**src/hw/dtmf_host_params.svh**
```systemverilog
// constants of the dtmf host port
// Behaviour
// [RULE_01] tone output floats while the transmit output enable bit is zero
// [RULE_02] interrupt mode pulls the line low after a tone sent or received
// [RULE_03] interrupt line is open drain: pull low or release only
// [RULE_04] call progress mode drives the line with the squared filter signal
// [RULE_05] host selects call progress mode through a control bit
// [RULE_06] host qualifies chip select with its address strobe, never tied low
// [RULE_07] write pin is direction select or write strobe by bus style
// [RULE_08] host toggles data strobe or read pin only during accesses
// [RULE_09] register select chooses the register, held valid for the access
// [RULE_10] timing derives from a 3.579545 MHz reference, crystal or clock
// [RULE_11] external clock on crystal input accepted, crystal output left open
// [RULE_12] transmitter and receiver power down independently by register
// [RULE_13] burst mode times tone burst and pause with internal counters
// [RULE_14] data bus floats when deselected or strobe inactive
// [RULE_15] both powered down: stop oscillator, float interrupt, tone and data
// [RULE_16] interrupt held until the host reads status
`ifndef DTMF_HOST_PARAMS_SVH
`define DTMF_HOST_PARAMS_SVH
`define REF_FREQ_HZ     3579545
`define SYS_FREQ_HZ     100000000
// control register a bits
`define CRA_TRANSMIT_OUTPUT_ENABLE_BIT_BIT    0
`define CRA_CP_BIT      1
`define CRA_IRQEN_BIT   2
`define CRA_RSEL_BIT    3
// control register b bits
`define CRB_BURST_BIT   0
`define CRB_RXPD_BIT    1
// status bits
`define ST_IRQ_BIT      0
`define ST_TXE_BIT      1
`define ST_RXF_BIT      2
`define BURST_MS        51
`define BURST_CYC       (`BURST_MS * 100000)
`define NIB_ZERO        4'h0
`endif

```
**src/hw/dtmf_host_pkg.sv**
```systemverilog
// types shared by the dtmf host port design
// assumes the constants header is compiled alongside
package dtmf_host_pkg;
	typedef struct packed {
		logic [3:0] data;
		logic       oe;
	} nibble_drive_s;
	typedef enum logic [1:0] {
		BURST_IDLE,
		BURST_TONE,
		BURST_PAUSE
	} burst_state_e;
endpackage

```
**src/hw/ref_clock_div.sv**
```systemverilog
// reference-rate enable generator from the system clock
// assumes crystal_in, when used, is sampled synchronously
`timescale 1ns/1ps
`default_nettype none
`include "dtmf_host_params.svh"
module ref_clock_div
(
	// clock and reset
	input  wire logic clk,
	input  wire logic rst_n,
	// control
	input  wire logic run,
	input  wire logic use_ext,
	input  wire logic ext_in,
	// enable out
	output logic      tick
);
	// fractional accumulator gives exact average reference rate
	logic [31:0] acc_q;
	logic [31:0] acc_d;
	logic [32:0] sum;
	logic        ext_q;
	logic        tick_q;
	assign sum   = {1'b0, acc_q} + 33'(`REF_FREQ_HZ);
	assign acc_d = (sum >= 33'(`SYS_FREQ_HZ)) ? 32'(sum - 33'(`SYS_FREQ_HZ)) : sum[31:0];
	assign tick  = tick_q;
	always_ff @(posedge clk)
	begin
		if (!rst_n || !run)
		begin
			acc_q  <= 32'h0;
			ext_q  <= 1'b0;
			tick_q <= 1'b0;
		end
		else
		begin
			acc_q  <= acc_d;
			ext_q  <= ext_in;
			tick_q <= use_ext ? (ext_in & ~ext_q) : (sum >= 33'(`SYS_FREQ_HZ)); // RULE_10 RULE_11
		end
	end
endmodule // ref_clock_div
`default_nettype wire

```
**src/hw/dtmf_host_port.sv**
```systemverilog
// host port of the dtmf transceiver: registers, strobes, interrupt_or_progress_out, power down
// assumes all pins synchronous to SYS_CLK; analog paths are outside
`timescale 1ns/1ps
`default_nettype none
`include "dtmf_host_params.svh"
module dtmf_host_port
	import dtmf_host_pkg::*;
#(
	parameter int BURST_CYCLES = `BURST_CYC
)
(
	// clock and reset
	input  wire logic       SYS_CLK,
	input  wire logic       RESET_N,
	// bus style: 1 = separate read/write strobes
	input  wire logic       SEP_STROBES,
	// host bus
	input  wire logic       CS_N,
	input  wire logic       REGISTER_SELECT_LINE,
	input  wire logic       DATA_STROBE_OR_READ,
	input  wire logic       WRITE_OR_DIR,
	input  wire logic [3:0] HOST_DATA_NIBBLE_IN,
	output logic      [3:0] HOST_DATA_NIBBLE_OUT,
	output logic            HOST_DATA_NIBBLE_OE,
	// timing source
	input  wire logic       EXT_CLOCK_SEL,
	input  wire logic       CRYSTAL_IN,
	output logic            CRYSTAL_OUT,
	output logic            CRYSTAL_OUT_OE,
	output logic            REF_TICK,
	// tone path
	input  wire logic       RX_DIGIT_VALID,
	input  wire logic [3:0] RX_DIGIT,
	input  wire logic       CP_FILTER_LEVEL,
	output logic            TONE_ENABLE,
	output logic            TONE_OE,
	output logic      [3:0] TX_DIGIT,
	// interrupt / call progress, open drain
	output logic            INTERRUPT_OR_PROGRESS_OUT,
	output logic            INTERRUPT_OR_PROGRESS_OE,
	// power state
	output logic            TX_POWERED,
	output logic            RX_POWERED,
	output logic            OSC_RUN
);
	logic [3:0]   cra_q;
	logic [3:0]   crb_q;
	logic [3:0]   txd_q;
	logic [3:0]   rxd_q;
	logic         rxf_q;
	logic         txe_q;
	logic         irq_q;
	logic         act_q;
	logic [3:0]   rdata_q;
	logic         rd_oe_q;
	burst_state_e bst_q;
	logic [31:0]  bcnt_q;
	logic         tx_go_q;
	nibble_drive_s drv;

	function automatic logic access_edge(input logic cur, input logic prev);
		access_edge = cur & ~prev;
	endfunction

	// strobe decoding per bus style
	wire sel       = ~CS_N; // RULE_06
	wire strobe_on = SEP_STROBES ? (~DATA_STROBE_OR_READ | ~WRITE_OR_DIR) : DATA_STROBE_OR_READ; // RULE_08
	wire is_write  = SEP_STROBES ? ~WRITE_OR_DIR : ~WRITE_OR_DIR & DATA_STROBE_OR_READ; // RULE_07
	wire is_read   = SEP_STROBES ? ~DATA_STROBE_OR_READ : WRITE_OR_DIR & DATA_STROBE_OR_READ; // RULE_07
	wire access    = sel & strobe_on;
	wire acc_start = access_edge(access, act_q);
	wire wr_start  = acc_start & is_write;
	wire rd_start  = acc_start & is_read;
	// register select: 0 = data, 1 = control/status
	wire wr_data   = wr_start & ~REGISTER_SELECT_LINE; // RULE_09
	wire wr_ctrl   = wr_start & REGISTER_SELECT_LINE; // RULE_09
	wire rd_status = rd_start & REGISTER_SELECT_LINE; // RULE_09
	wire rd_data   = rd_start & ~REGISTER_SELECT_LINE;
	// control b reached by writing with the select bit of control a set
	wire wr_cra    = wr_ctrl & ~cra_q[`CRA_RSEL_BIT];
	wire wr_crb    = wr_ctrl & cra_q[`CRA_RSEL_BIT];

	wire tx_on     = cra_q[`CRA_TRANSMIT_OUTPUT_ENABLE_BIT_BIT]; // RULE_12
	wire rx_on     = ~crb_q[`CRB_RXPD_BIT]; // RULE_12
	wire all_down  = ~tx_on & ~rx_on; // RULE_15
	wire cp_mode   = cra_q[`CRA_CP_BIT]; // RULE_05
	wire irq_mode  = cra_q[`CRA_IRQEN_BIT] & ~cp_mode;
	wire burst_on  = crb_q[`CRB_BURST_BIT];
	wire tx_done   = (bst_q == BURST_TONE && bcnt_q == 32'h0)
	               | (!burst_on && tx_go_q);
	wire rx_event  = RX_DIGIT_VALID & rx_on;
	wire [3:0] status_nib = {1'b0, rxf_q, txe_q, irq_q};
	wire [3:0] rd_value   = REGISTER_SELECT_LINE ? status_nib : rxd_q;

	// bus drives only while selected and its read strobe is active
	assign drv.data = rdata_q;
	assign drv.oe   = rd_oe_q & sel & is_read & ~all_down; // RULE_14 RULE_15
	assign HOST_DATA_NIBBLE_OUT = drv.data;
	assign HOST_DATA_NIBBLE_OE  = drv.oe;

	ref_clock_div u_div
	(
		.clk     (SYS_CLK),
		.rst_n   (RESET_N),
		.run     (~all_down), // RULE_15
		.use_ext (EXT_CLOCK_SEL), // RULE_11
		.ext_in  (CRYSTAL_IN),
		.tick    (REF_TICK)
	);
	// crystal output left undriven in external clock mode
	assign CRYSTAL_OUT    = ~CRYSTAL_IN;
	assign CRYSTAL_OUT_OE = ~EXT_CLOCK_SEL & ~all_down; // RULE_11 RULE_15

	assign TONE_ENABLE = tx_on & (!burst_on || bst_q == BURST_TONE);
	assign TONE_OE     = tx_on; // RULE_01
	assign TX_DIGIT    = txd_q;
	assign TX_POWERED  = tx_on;
	assign RX_POWERED  = rx_on;
	assign OSC_RUN     = ~all_down;
	// open drain: output value is always low, only the enable moves
	assign INTERRUPT_OR_PROGRESS_OUT = 1'b0; // RULE_03
	assign INTERRUPT_OR_PROGRESS_OE  = all_down ? 1'b0 : // RULE_15
		cp_mode ? ~CP_FILTER_LEVEL : (irq_mode & irq_q); // RULE_04 RULE_02

	always_ff @(posedge SYS_CLK)
	begin
		if (!RESET_N)
		begin
			cra_q   <= `NIB_ZERO;
			crb_q   <= `NIB_ZERO;
			txd_q   <= `NIB_ZERO;
			act_q   <= 1'b0;
			rdata_q <= `NIB_ZERO;
			rd_oe_q <= 1'b0;
		end
		else
		begin
			act_q <= access;
			if (wr_cra)
				cra_q <= HOST_DATA_NIBBLE_IN;
			if (wr_crb)
				crb_q <= HOST_DATA_NIBBLE_IN;
			if (wr_data)
				txd_q <= HOST_DATA_NIBBLE_IN;
			if (rd_start)
				rdata_q <= rd_value;
			rd_oe_q <= access & is_read;
		end
	end

	// burst timer: tone then equal pause, no host timing needed
	always_ff @(posedge SYS_CLK)
	begin
		if (!RESET_N)
		begin
			bst_q   <= BURST_IDLE;
			bcnt_q  <= 32'h0;
			tx_go_q <= 1'b0;
		end
		else
		begin
			tx_go_q <= wr_data & tx_on;
			unique case (bst_q)
				BURST_IDLE:
					if (wr_data && tx_on && burst_on)
					begin
						bst_q  <= BURST_TONE; // RULE_13
						bcnt_q <= 32'(BURST_CYCLES - 1);
					end
				BURST_TONE:
					if (!tx_on)
						bst_q <= BURST_IDLE;
					else if (bcnt_q == 32'h0)
					begin
						bst_q  <= BURST_PAUSE; // RULE_13
						bcnt_q <= 32'(BURST_CYCLES - 1);
					end
					else
						bcnt_q <= bcnt_q - 32'h1;
				BURST_PAUSE:
					if (bcnt_q == 32'h0 || !tx_on)
						bst_q <= BURST_IDLE;
					else
						bcnt_q <= bcnt_q - 32'h1;
			endcase
		end
	end

	// status flags: a new event wins over the clearing read
	always_ff @(posedge SYS_CLK)
	begin
		if (!RESET_N)
		begin
			rxf_q <= 1'b0;
			txe_q <= 1'b0;
			irq_q <= 1'b0;
			rxd_q <= `NIB_ZERO;
		end
		else
		begin
			if (rx_event)
				rxd_q <= RX_DIGIT;
			rxf_q <= rx_event | (rxf_q & ~rd_data);
			txe_q <= tx_done | (txe_q & ~rd_status);
			irq_q <= tx_done | rx_event | (irq_q & ~rd_status); // RULE_16 RULE_02
		end
	end
endmodule // dtmf_host_port
`default_nettype wire

```
**config.mk**
```make
export PLATFORM = sky130hd
export DESIGN_NAME = dtmf_host_port
export DESIGN_NICKNAME = d
export VERILOG_FILES = /design/src/hw/dtmf_host_pkg.sv /design/src/hw/ref_clock_div.sv /design/src/hw/dtmf_host_port.sv
export VERILOG_INCLUDE_DIRS = /design/src /design/src/hw
export SDC_FILE = /design/constraint.sdc
export NUM_CORES = 1
export LEC_CHECK = 0
export BUFFER_PORTS_ARGS = -buffer_cell sky130_fd_sc_hd__buf_2
export CAP_MARGIN = 20
export CORE_UTILIZATION = 47
export DETAILED_ROUTE_END_ITERATION = 10
export PLACE_DENSITY = 0.67
export SLEW_MARGIN = 20
export SYNTH_ARGS = -nofsm -noshare
export SYNTH_HDL_FRONTEND = slang
export SYNTH_SLANG_ARGS = --single-unit
```
**constraint.sdc**
```tcl
create_clock -name SYS_CLK -period 4.6 [get_ports SYS_CLK]
set_clock_uncertainty 0.1 [all_clocks]
set_input_delay 0.92 -clock SYS_CLK [delete_from_list [all_inputs] [get_ports SYS_CLK]]
set_output_delay 0.92 -clock SYS_CLK [all_outputs]
set_load 0.03 [all_outputs]
```
==> flow_metrics.py, run 1 <==
metrics = {
    "placed_design": {
        "dpl-instance-area_um2": 6170,
        "gp_congestion": 0.884,
        "pre_cts_slack_ns": 0.543,
        "io_buffers": 36,
        "dp_hpwl_um": 10700,
    },
    "synthesis": {
        "synthesis.nets": 786,
        "ys_types": 71,
        "synthArstFlopShare": 0,
        "synth_ff_type": "dfxtp_1",
        "ys_ff_latch": 92,
        "syn-cell-area_um2": 5880,
        "synth_area_leaders": "dfxtp_1 31%, nor2_1 4.7%, nand2_1 4.1%",
        "synth_cells": 759,
        "synth_edf_count": 0,
        "synth_top_area_share": 0.313,
        "yosysWarnings": 0,
        "ys_seq_area_frac": 0.313,
        "synth_top_area_cell": "dfxtp_1",
        "avgSynthCellArea_um2": 7.75,
    },
    "global_routing": {
        "grt_max_degree": 44,
        "antenna_found_initial": 0,
        "grt_pass1_vias": 5287,
        "grt_pass1_wl_um": 25000,
        "track_usage": 0.242,
        "overflow": 0,
    },
    "sta": {
        "final-setup-viol-count": 0,
        "maxSlewViolCount": 0,
        "max_freq_mhz": 243,
        "slew_headroom": 0.314,
        "finalCriticalPeriod_ns": 4.11,
        "worst_hold_slack_ns": 0.376,
        "worst_pin_slew_ns": 1.03,
        "finalSetupTns_ns": 0,
        "finalHoldViolations": 0,
        "fin_ws_ns": 0.489,
        "rsz0062_at_grt": "false",
        "period_share": 0.894,
    },
    "setup_path": {
        "critPathBufInv": 0,
        "cpMostUsedCell": "or4_4",
        "critPathTopFamily": "simple AND/OR/NAND/NOR gates",
        "crit_fanout": 20,
        "crit_chain": "ha_1 -> a211oi_2 -> o21ai_2 -> a31oi_1 -> xnor2_1 -> or4_4 -> or3b_1 -> or4_4 -> a21oi_1 -> mux2i_1",
        "slowest_stage": "or4_4",
        "crit_type": "reg -> reg",
        "cp-start-kind": "flop",
        "worstPathRequired_ns": 4.78,
        "end_kind": "flop",
        "crit_arrival_ns": 4.29,
        "slowest_delay_ns": 0.73,
    },
    "power": {
        "clock_power_share": 0.235,
        "power_frac_seq": 0.341,
        "p_sw_mw": 1.32,
        "comb_power_share": 0.425,
        "leakage_nw": 2.56,
        "p_int_mw": 1.83,
        "ir_drop_uv": 224,
        "power.density_nw_per_um2": 488,
        "swShare": 0.418,
    },
    "layout": {
        "area_delta_synth_final_pct": 9.78,
        "n_antenna_cell": 0,
        "nets": 802,
        "drive_gt1_frac": 0.114,
        "fin_area_um2": 6460,
    },
    "detailed_routing": {
        "via_count": 5617,
        "drt_first_pass_iters": 5,
        "wl_per_cell_um": 15.7,
        "postRouteAntennaNets": 0,
        "wl_um": 14900,
        "viasPerCell": 5.93,
        "drt_iter0_drc": 343,
        "drc_errors": 0,
    },
    "min_path": {
        "worstHoldPathType": "reg -> reg",
    },
    "die": {
        "start_util": 0.486,
        "dieArea_um2": 13000,
        "rows": 40,
        "die_w_um": 114,
        "die_h_um": 114,
        "core-area_um2": 12100,
        "pin_count": 38,
    },
    "clocking": {
        "cts_root_buf": "clkbuf_16",
        "cts.sinks": 92,
        "clk_latency_ns": 0.35,
        "cts_tree": "built",
        "cts_buffers": 9,
        "cts_hold_buf": 0,
        "htreeDepth": 3,
        "clk_pin_slew_ns": 0.07,
        "cts_resized": 0,
        "post_cts_buffers": 0,
        "cts.path.max_buffers": 2,
    },
    "outcome": {
        "outcome": "finished, final reports clean",
    },
    "flow_run": {
        "cap_violations": 0,
    },
}
## tightest hold or removal path: stages, from the launching register on
cell and delay [ns]:
dfxtp_1 0.33, inv_1 0.05, a21oi_1 0.05
## synthesized netlist by cell type (all sizes together) (18+ instances only)
library cell,n
nand4,23
dfxtp,92
nor2b,30
xor2,18
clkbuf,33
inv,21
nand3,42
a21oi,35
nand2,65
nor3,20
mux2i,22
o21ai,51
xnor2,20
nor2,73
## layout make-up
cell class                      count  area (um^2)
Clock buffer                       10          229
Sequential cell                    92         1840
Fill cell                        1185         5650
Clock inverter                      6         63.8
Tap cell                          168          210
Multi-Input combinational cell    601         3750
Inverter                           21         78.8
Timing Repair Buffer               50          285
## worst paths after layout
check                      start              end  slack (ns)  cells past startpoint
setup / recovery  u_div.acc_q[0]  u_div.acc_q[29]        0.49                     10
hold / removal         bcnt_q[7]        bcnt_q[7]        0.38                      2
setup reg to reg  u_div.acc_q[0]  u_div.acc_q[29]        0.49                     10
hold reg to reg        bcnt_q[7]        bcnt_q[7]        0.38                      2
## stage by stage
| stage | util | power, mW | instances |
|---|---|---|---|
| floorplan | - | 2.08 | 759 |
| global placement | 0.509 | 2.35 | 932 |
| detailed placement | 0.509 | 2.39 | 932 |
| CTS | 0.533 | 3.14 | 948 |
| global route | 0.533 | 3.37 | 948 |
| finish | 0.533 | 3.15 | 948 |
## routing by layer
layer	global-route usage	up-vias	routed length, um
met2	0.395	152	7060
met5	0	-	0
met4	0.115	0	435
li1	-	2786	-
met1	0.308	2647	6720
met3	0.0441	32	688
## kinds of logic (layout without fill, tap and decap cells)
kind of cell	Yosys count	count (layout)	synth area share
buffers and inverters	66	87	0.0496
DFF	92	92	0.313
xor gates and xnor gates	38	38	0.0566
and+or+nand+nor	347	347	0.311
muxes	24	24	0.0413
AOI/OAI and AO/OA	183	183	0.211
adders and majority gates	8	8	0.0170
other	1	1	0.000637
## power by group through the flow
stage | registers (mW) | logic, mW | clock network, mW
after floorplan | 1.01 | 1.07 | 0
after global placement | 1.08 | 1.27 | 0
after detailed placement | 1.08 | 1.31 | 0
after CTS | 1.07 | 1.32 | 0.758
after global routing | 1.09 | 1.49 | 0.790
final | 1.07 | 1.34 | 0.739
## sequential cells by signal, summed over array words and instances, names as in the netlist, 2 cells and up
signal	count
cra_q	4
HOST_DATA_NIBBLE_OUT	4
bst_q	2
rxd_q	4
crb_q	2
bcnt_q	32
u_div.acc_q	32
TX_DIGIT	4
## placed cells by master (no fill, tap or decap), types with 3 or more instances in the layout
cell       netlist  routed
a22oi_1          7       7
nor4_1          14      14
buf_2            5      36
nand4_1         23      23
xor2_1          18      18
clkbuf_16        0       9
o211a_1          8       8
mux2i_1         22      22
inv_1           21      21
ha_1             8       8
a21oi_1         35      35
o2111ai_1        6       6
a21boi_0         9       9
o211ai_1         7       7
nor2_1          73      73
a31oi_1          9       9
o21a_1           3       3
nand2b_1        15      15
nor3_1          20      20
o31ai_1         14      14
a211oi_1         7       7
or2_2            7       7
xnor2_1         20      20
dfxtp_1         92      92
or4_1            8       8
nand2_1         65      65
o21ai_0         48      48
nand3b_1         5       5
a311oi_1         3       3
nand3_1         41      41
and3_1           8       8
buf_4            2      14
a21o_1           7       7
or3_1            7       7
and2_1          12      12
nor2b_1         30      30
(Power assumes the default switching activity.)
==> inputs of run 2 (changes only) <==
CORE_UTILIZATION = 55   (was 47)
CTS_BUF_LIST = sky130_fd_sc_hd__clkbuf_4 sky130_fd_sc_hd__clkbuf_8 sky130_fd_sc_hd__clkbuf_16   (was not set)
PLACE_DENSITY = 0.76   (was 0.67)
SYNTH_HIERARCHICAL = 1   (was not set)
==> flow_metrics.py, run 2 <==
metrics = {
    "clocking": {
        "post_cts_buffers": 0,
        "cts_resized": 0,
        "htreeDepth": 3,
        "cts.sinks": 92,
        "cts.path.max_buffers": 2,
        "cts_tree": "built",
        "cts_root_buf": "clkbuf_8",
        "clk_pin_slew_ns": 0.10,
        "cts_hold_buf": 0,
        "clk_latency_ns": 0.37,
        "cts_buffers": 9,
    },
    "synthesis": {
        "ys_types": 97,
        "ys_ff_latch": 92,
        "synth_top_area_cell": "dfxtp_1",
        "syn-cell-area_um2": 6110,
        "synth_top_area_share": 0.301,
        "synthArstFlopShare": 0,
        "synthesis.nets": 759,
        "synth_most_common_cell": "dfxtp_1",
        "avgSynthCellArea_um2": 8.36,
        "yosysWarnings": 6,
        "ys_seq_area_frac": 0.301,
        "synth_edf_count": 0,
        "synth_cells": 731,
        "synth_area_leaders": "dfxtp_1 30%, nor2_1 4.3%, xnor2_1 3.7%",
        "netlist_top_cells_count": "92 x dfxtp_1, 70 x nor2_1, 46 x nand2_1",
        "synth_ff_type": "dfxtp_1",
    },
    "die": {
        "pin_count": 38,
        "rows": 38,
        "die_w_um": 107,
        "core-area_um2": 10800,
        "die_h_um": 107,
        "dieArea_um2": 11500,
        "start_util": 0.564,
    },
    "global_routing": {
        "grt_pass1_vias": 5262,
        "track_usage": 0.258,
        "grt_pass1_wl_um": 24200,
        "antenna_found_initial": 0,
        "grt_max_degree": 54,
        "overflow": 0,
    },
    "sta": {
        "worst_pin_slew_ns": 1.05,
        "fin_ws_ns": 0.629,
        "finalHoldViolations": 0,
        "slew_headroom": 0.295,
        "rsz0062_at_grt": "false",
        "finalSetupTns_ns": 0,
        "max_freq_mhz": 252,
        "maxSlewViolCount": 0,
        "period_share": 0.863,
        "finalCriticalPeriod_ns": 3.97,
        "final-setup-viol-count": 0,
    },
    "setup_path": {
        "crit_type": "reg -> reg",
        "worstPathRequired_ns": 4.74,
        "cpMostUsedCell": "a31oi_1",
        "crit_arrival_ns": 4.11,
        "crit_fanout": 14,
        "end_kind": "flop",
        "cp-start-kind": "flop",
        "crit_chain": "ha_1 -> a211o_1 -> a31oi_1 -> or4_1 -> a21boi_1 -> a211oi_2 -> o2111ai_2 -> nand2_1 -> a31oi_1 -> nor3_1",
        "slowest_delay_ns": 0.69,
        "slowest_stage": "o2111ai_2",
    },
    "layout": {
        "n_antenna_cell": 0,
        "mostFrequentLayoutCells": "92 x dfxtp_1, 70 x nor2_1, 45 x nand2_1",
        "final-seq-area_um2": 1840,
        "final_common_cell": "dfxtp_1",
        "multi_input_area_um2": 3980,
        "fin_area_um2": 6490,
        "largestRegisters": "bcnt_q (32), u_div/acc_q (32)",
        "nets": 770,
        "fin_util": 0.599,
        "area_delta_synth_final_pct": 6.22,
        "drive_gt1_frac": 0.154,
        "num-fill-cells": 975,
    },
    "detailed_routing": {
        "wl_um": 14100,
        "postRouteAntennaNets": 0,
        "wl_per_cell_um": 15.9,
        "drt_first_pass_iters": 6,
        "via_count": 5483,
        "drt_iter0_drc": 510,
        "drc_errors": 0,
        "viasPerCell": 6.19,
    },
    "power": {
        "leakage_nw": 2.51,
        "power.density_nw_per_um2": 424,
        "ir_drop_uv": 276,
    },
    "outcome": {
        "outcome": "finished, final reports clean",
    },
    "placed_design": {
        "pre_cts_slack_ns": 0.662,
        "dpl-instance-area_um2": 6280,
        "io_buffers": 36,
        "dp_hpwl_um": 10100,
        "gp_congestion": 0.862,
    },
    "min_path": {
        "worstHoldPathType": "reg -> reg",
    },
    "flow_run": {
        "cap_violations": 0,
    },
}
[run 2: cell types whose count changed after synthesis, moves of 9 or more]
cell | previous run | this run
o21ai_0 | 48 | 17
nand2_1 | 65 | 46
clkbuf_1 | 33 | 20
nor4_1 | 14 | 4
nand3_1 | 41 | 32
nor2b_1 | 30 | 21
[run 2: power by group]
part / switching, mW / leakage, nW / internal [mW]
combinational: 0.695 / 1.66 / 0.457
clock: 0.299 / 0.104 / 0.274
sequential: 0.149 / 0.751 / 0.878
[run 2: through the flow]
step                      hold WS (ns)  cells  power [mW]
after floorplan                  0.343    731        1.93
after global placement           0.361    871        2.13
after detailed placement         0.367    871        2.16
after CTS                        0.379    886        2.74
after global routing             0.392    886        2.93
final                            0.378    886        2.75
[run 2: final cells by class]
cell class | count | share of cell area
multi-input combinational | 577 | 0.613
sequential | 92 | 0.284
timing repair buffer | 40 | 0.0324
tap | 140 | 0.0270
clock buffer | 11 | 0.0224
inverter | 22 | 0.0127
clock inverter | 4 | 0.00867
[run 2: cells by family (layout without fill, tap and decap cells)]
kind of cell	count (synthesis)	count (layout)	synth area share
buffers and inverters	62	77	0.0485
muxes	19	19	0.0317
DFF	92	92	0.301
and+or+nand+nor	317	317	0.297
AOI/OAI and AO/OA	184	184	0.236
other	1	1	0.000613
xor gates and xnor gates	47	47	0.0673
adders and majority gates	9	9	0.0184
[run 2: final timing paths]
path | end | slack [ns] | startpoint | cells after the start
setup / recovery | u_div/acc_q[11] | 0.63 | u_div/acc_q[0] | 10
hold reg to reg | txe_q | 0.38 | txe_q | 2
setup reg to reg | u_div/acc_q[11] | 0.63 | u_div/acc_q[0] | 10
hold / removal | txe_q | 0.38 | txe_q | 2
[run 2: per-layer routing]
layer	part of all wire	global-route usage	routed length, um
met5	0	0	0
met4	0.017	0.106	239
met3	0.040	0.0357	568
met2	0.49	0.437	6880
met1	0.45	0.330	6370
[run 2: worst max-delay path, delay by kind of cell, from the launching register on]
kind                     cells  cell delay [ns]
adder cells (fa/ha/maj)      1             0.29
AND/OR/NAND/NOR              3             0.81
AO/OA/AOI/OAI                6             2.17
flip-flops                   1             0.46
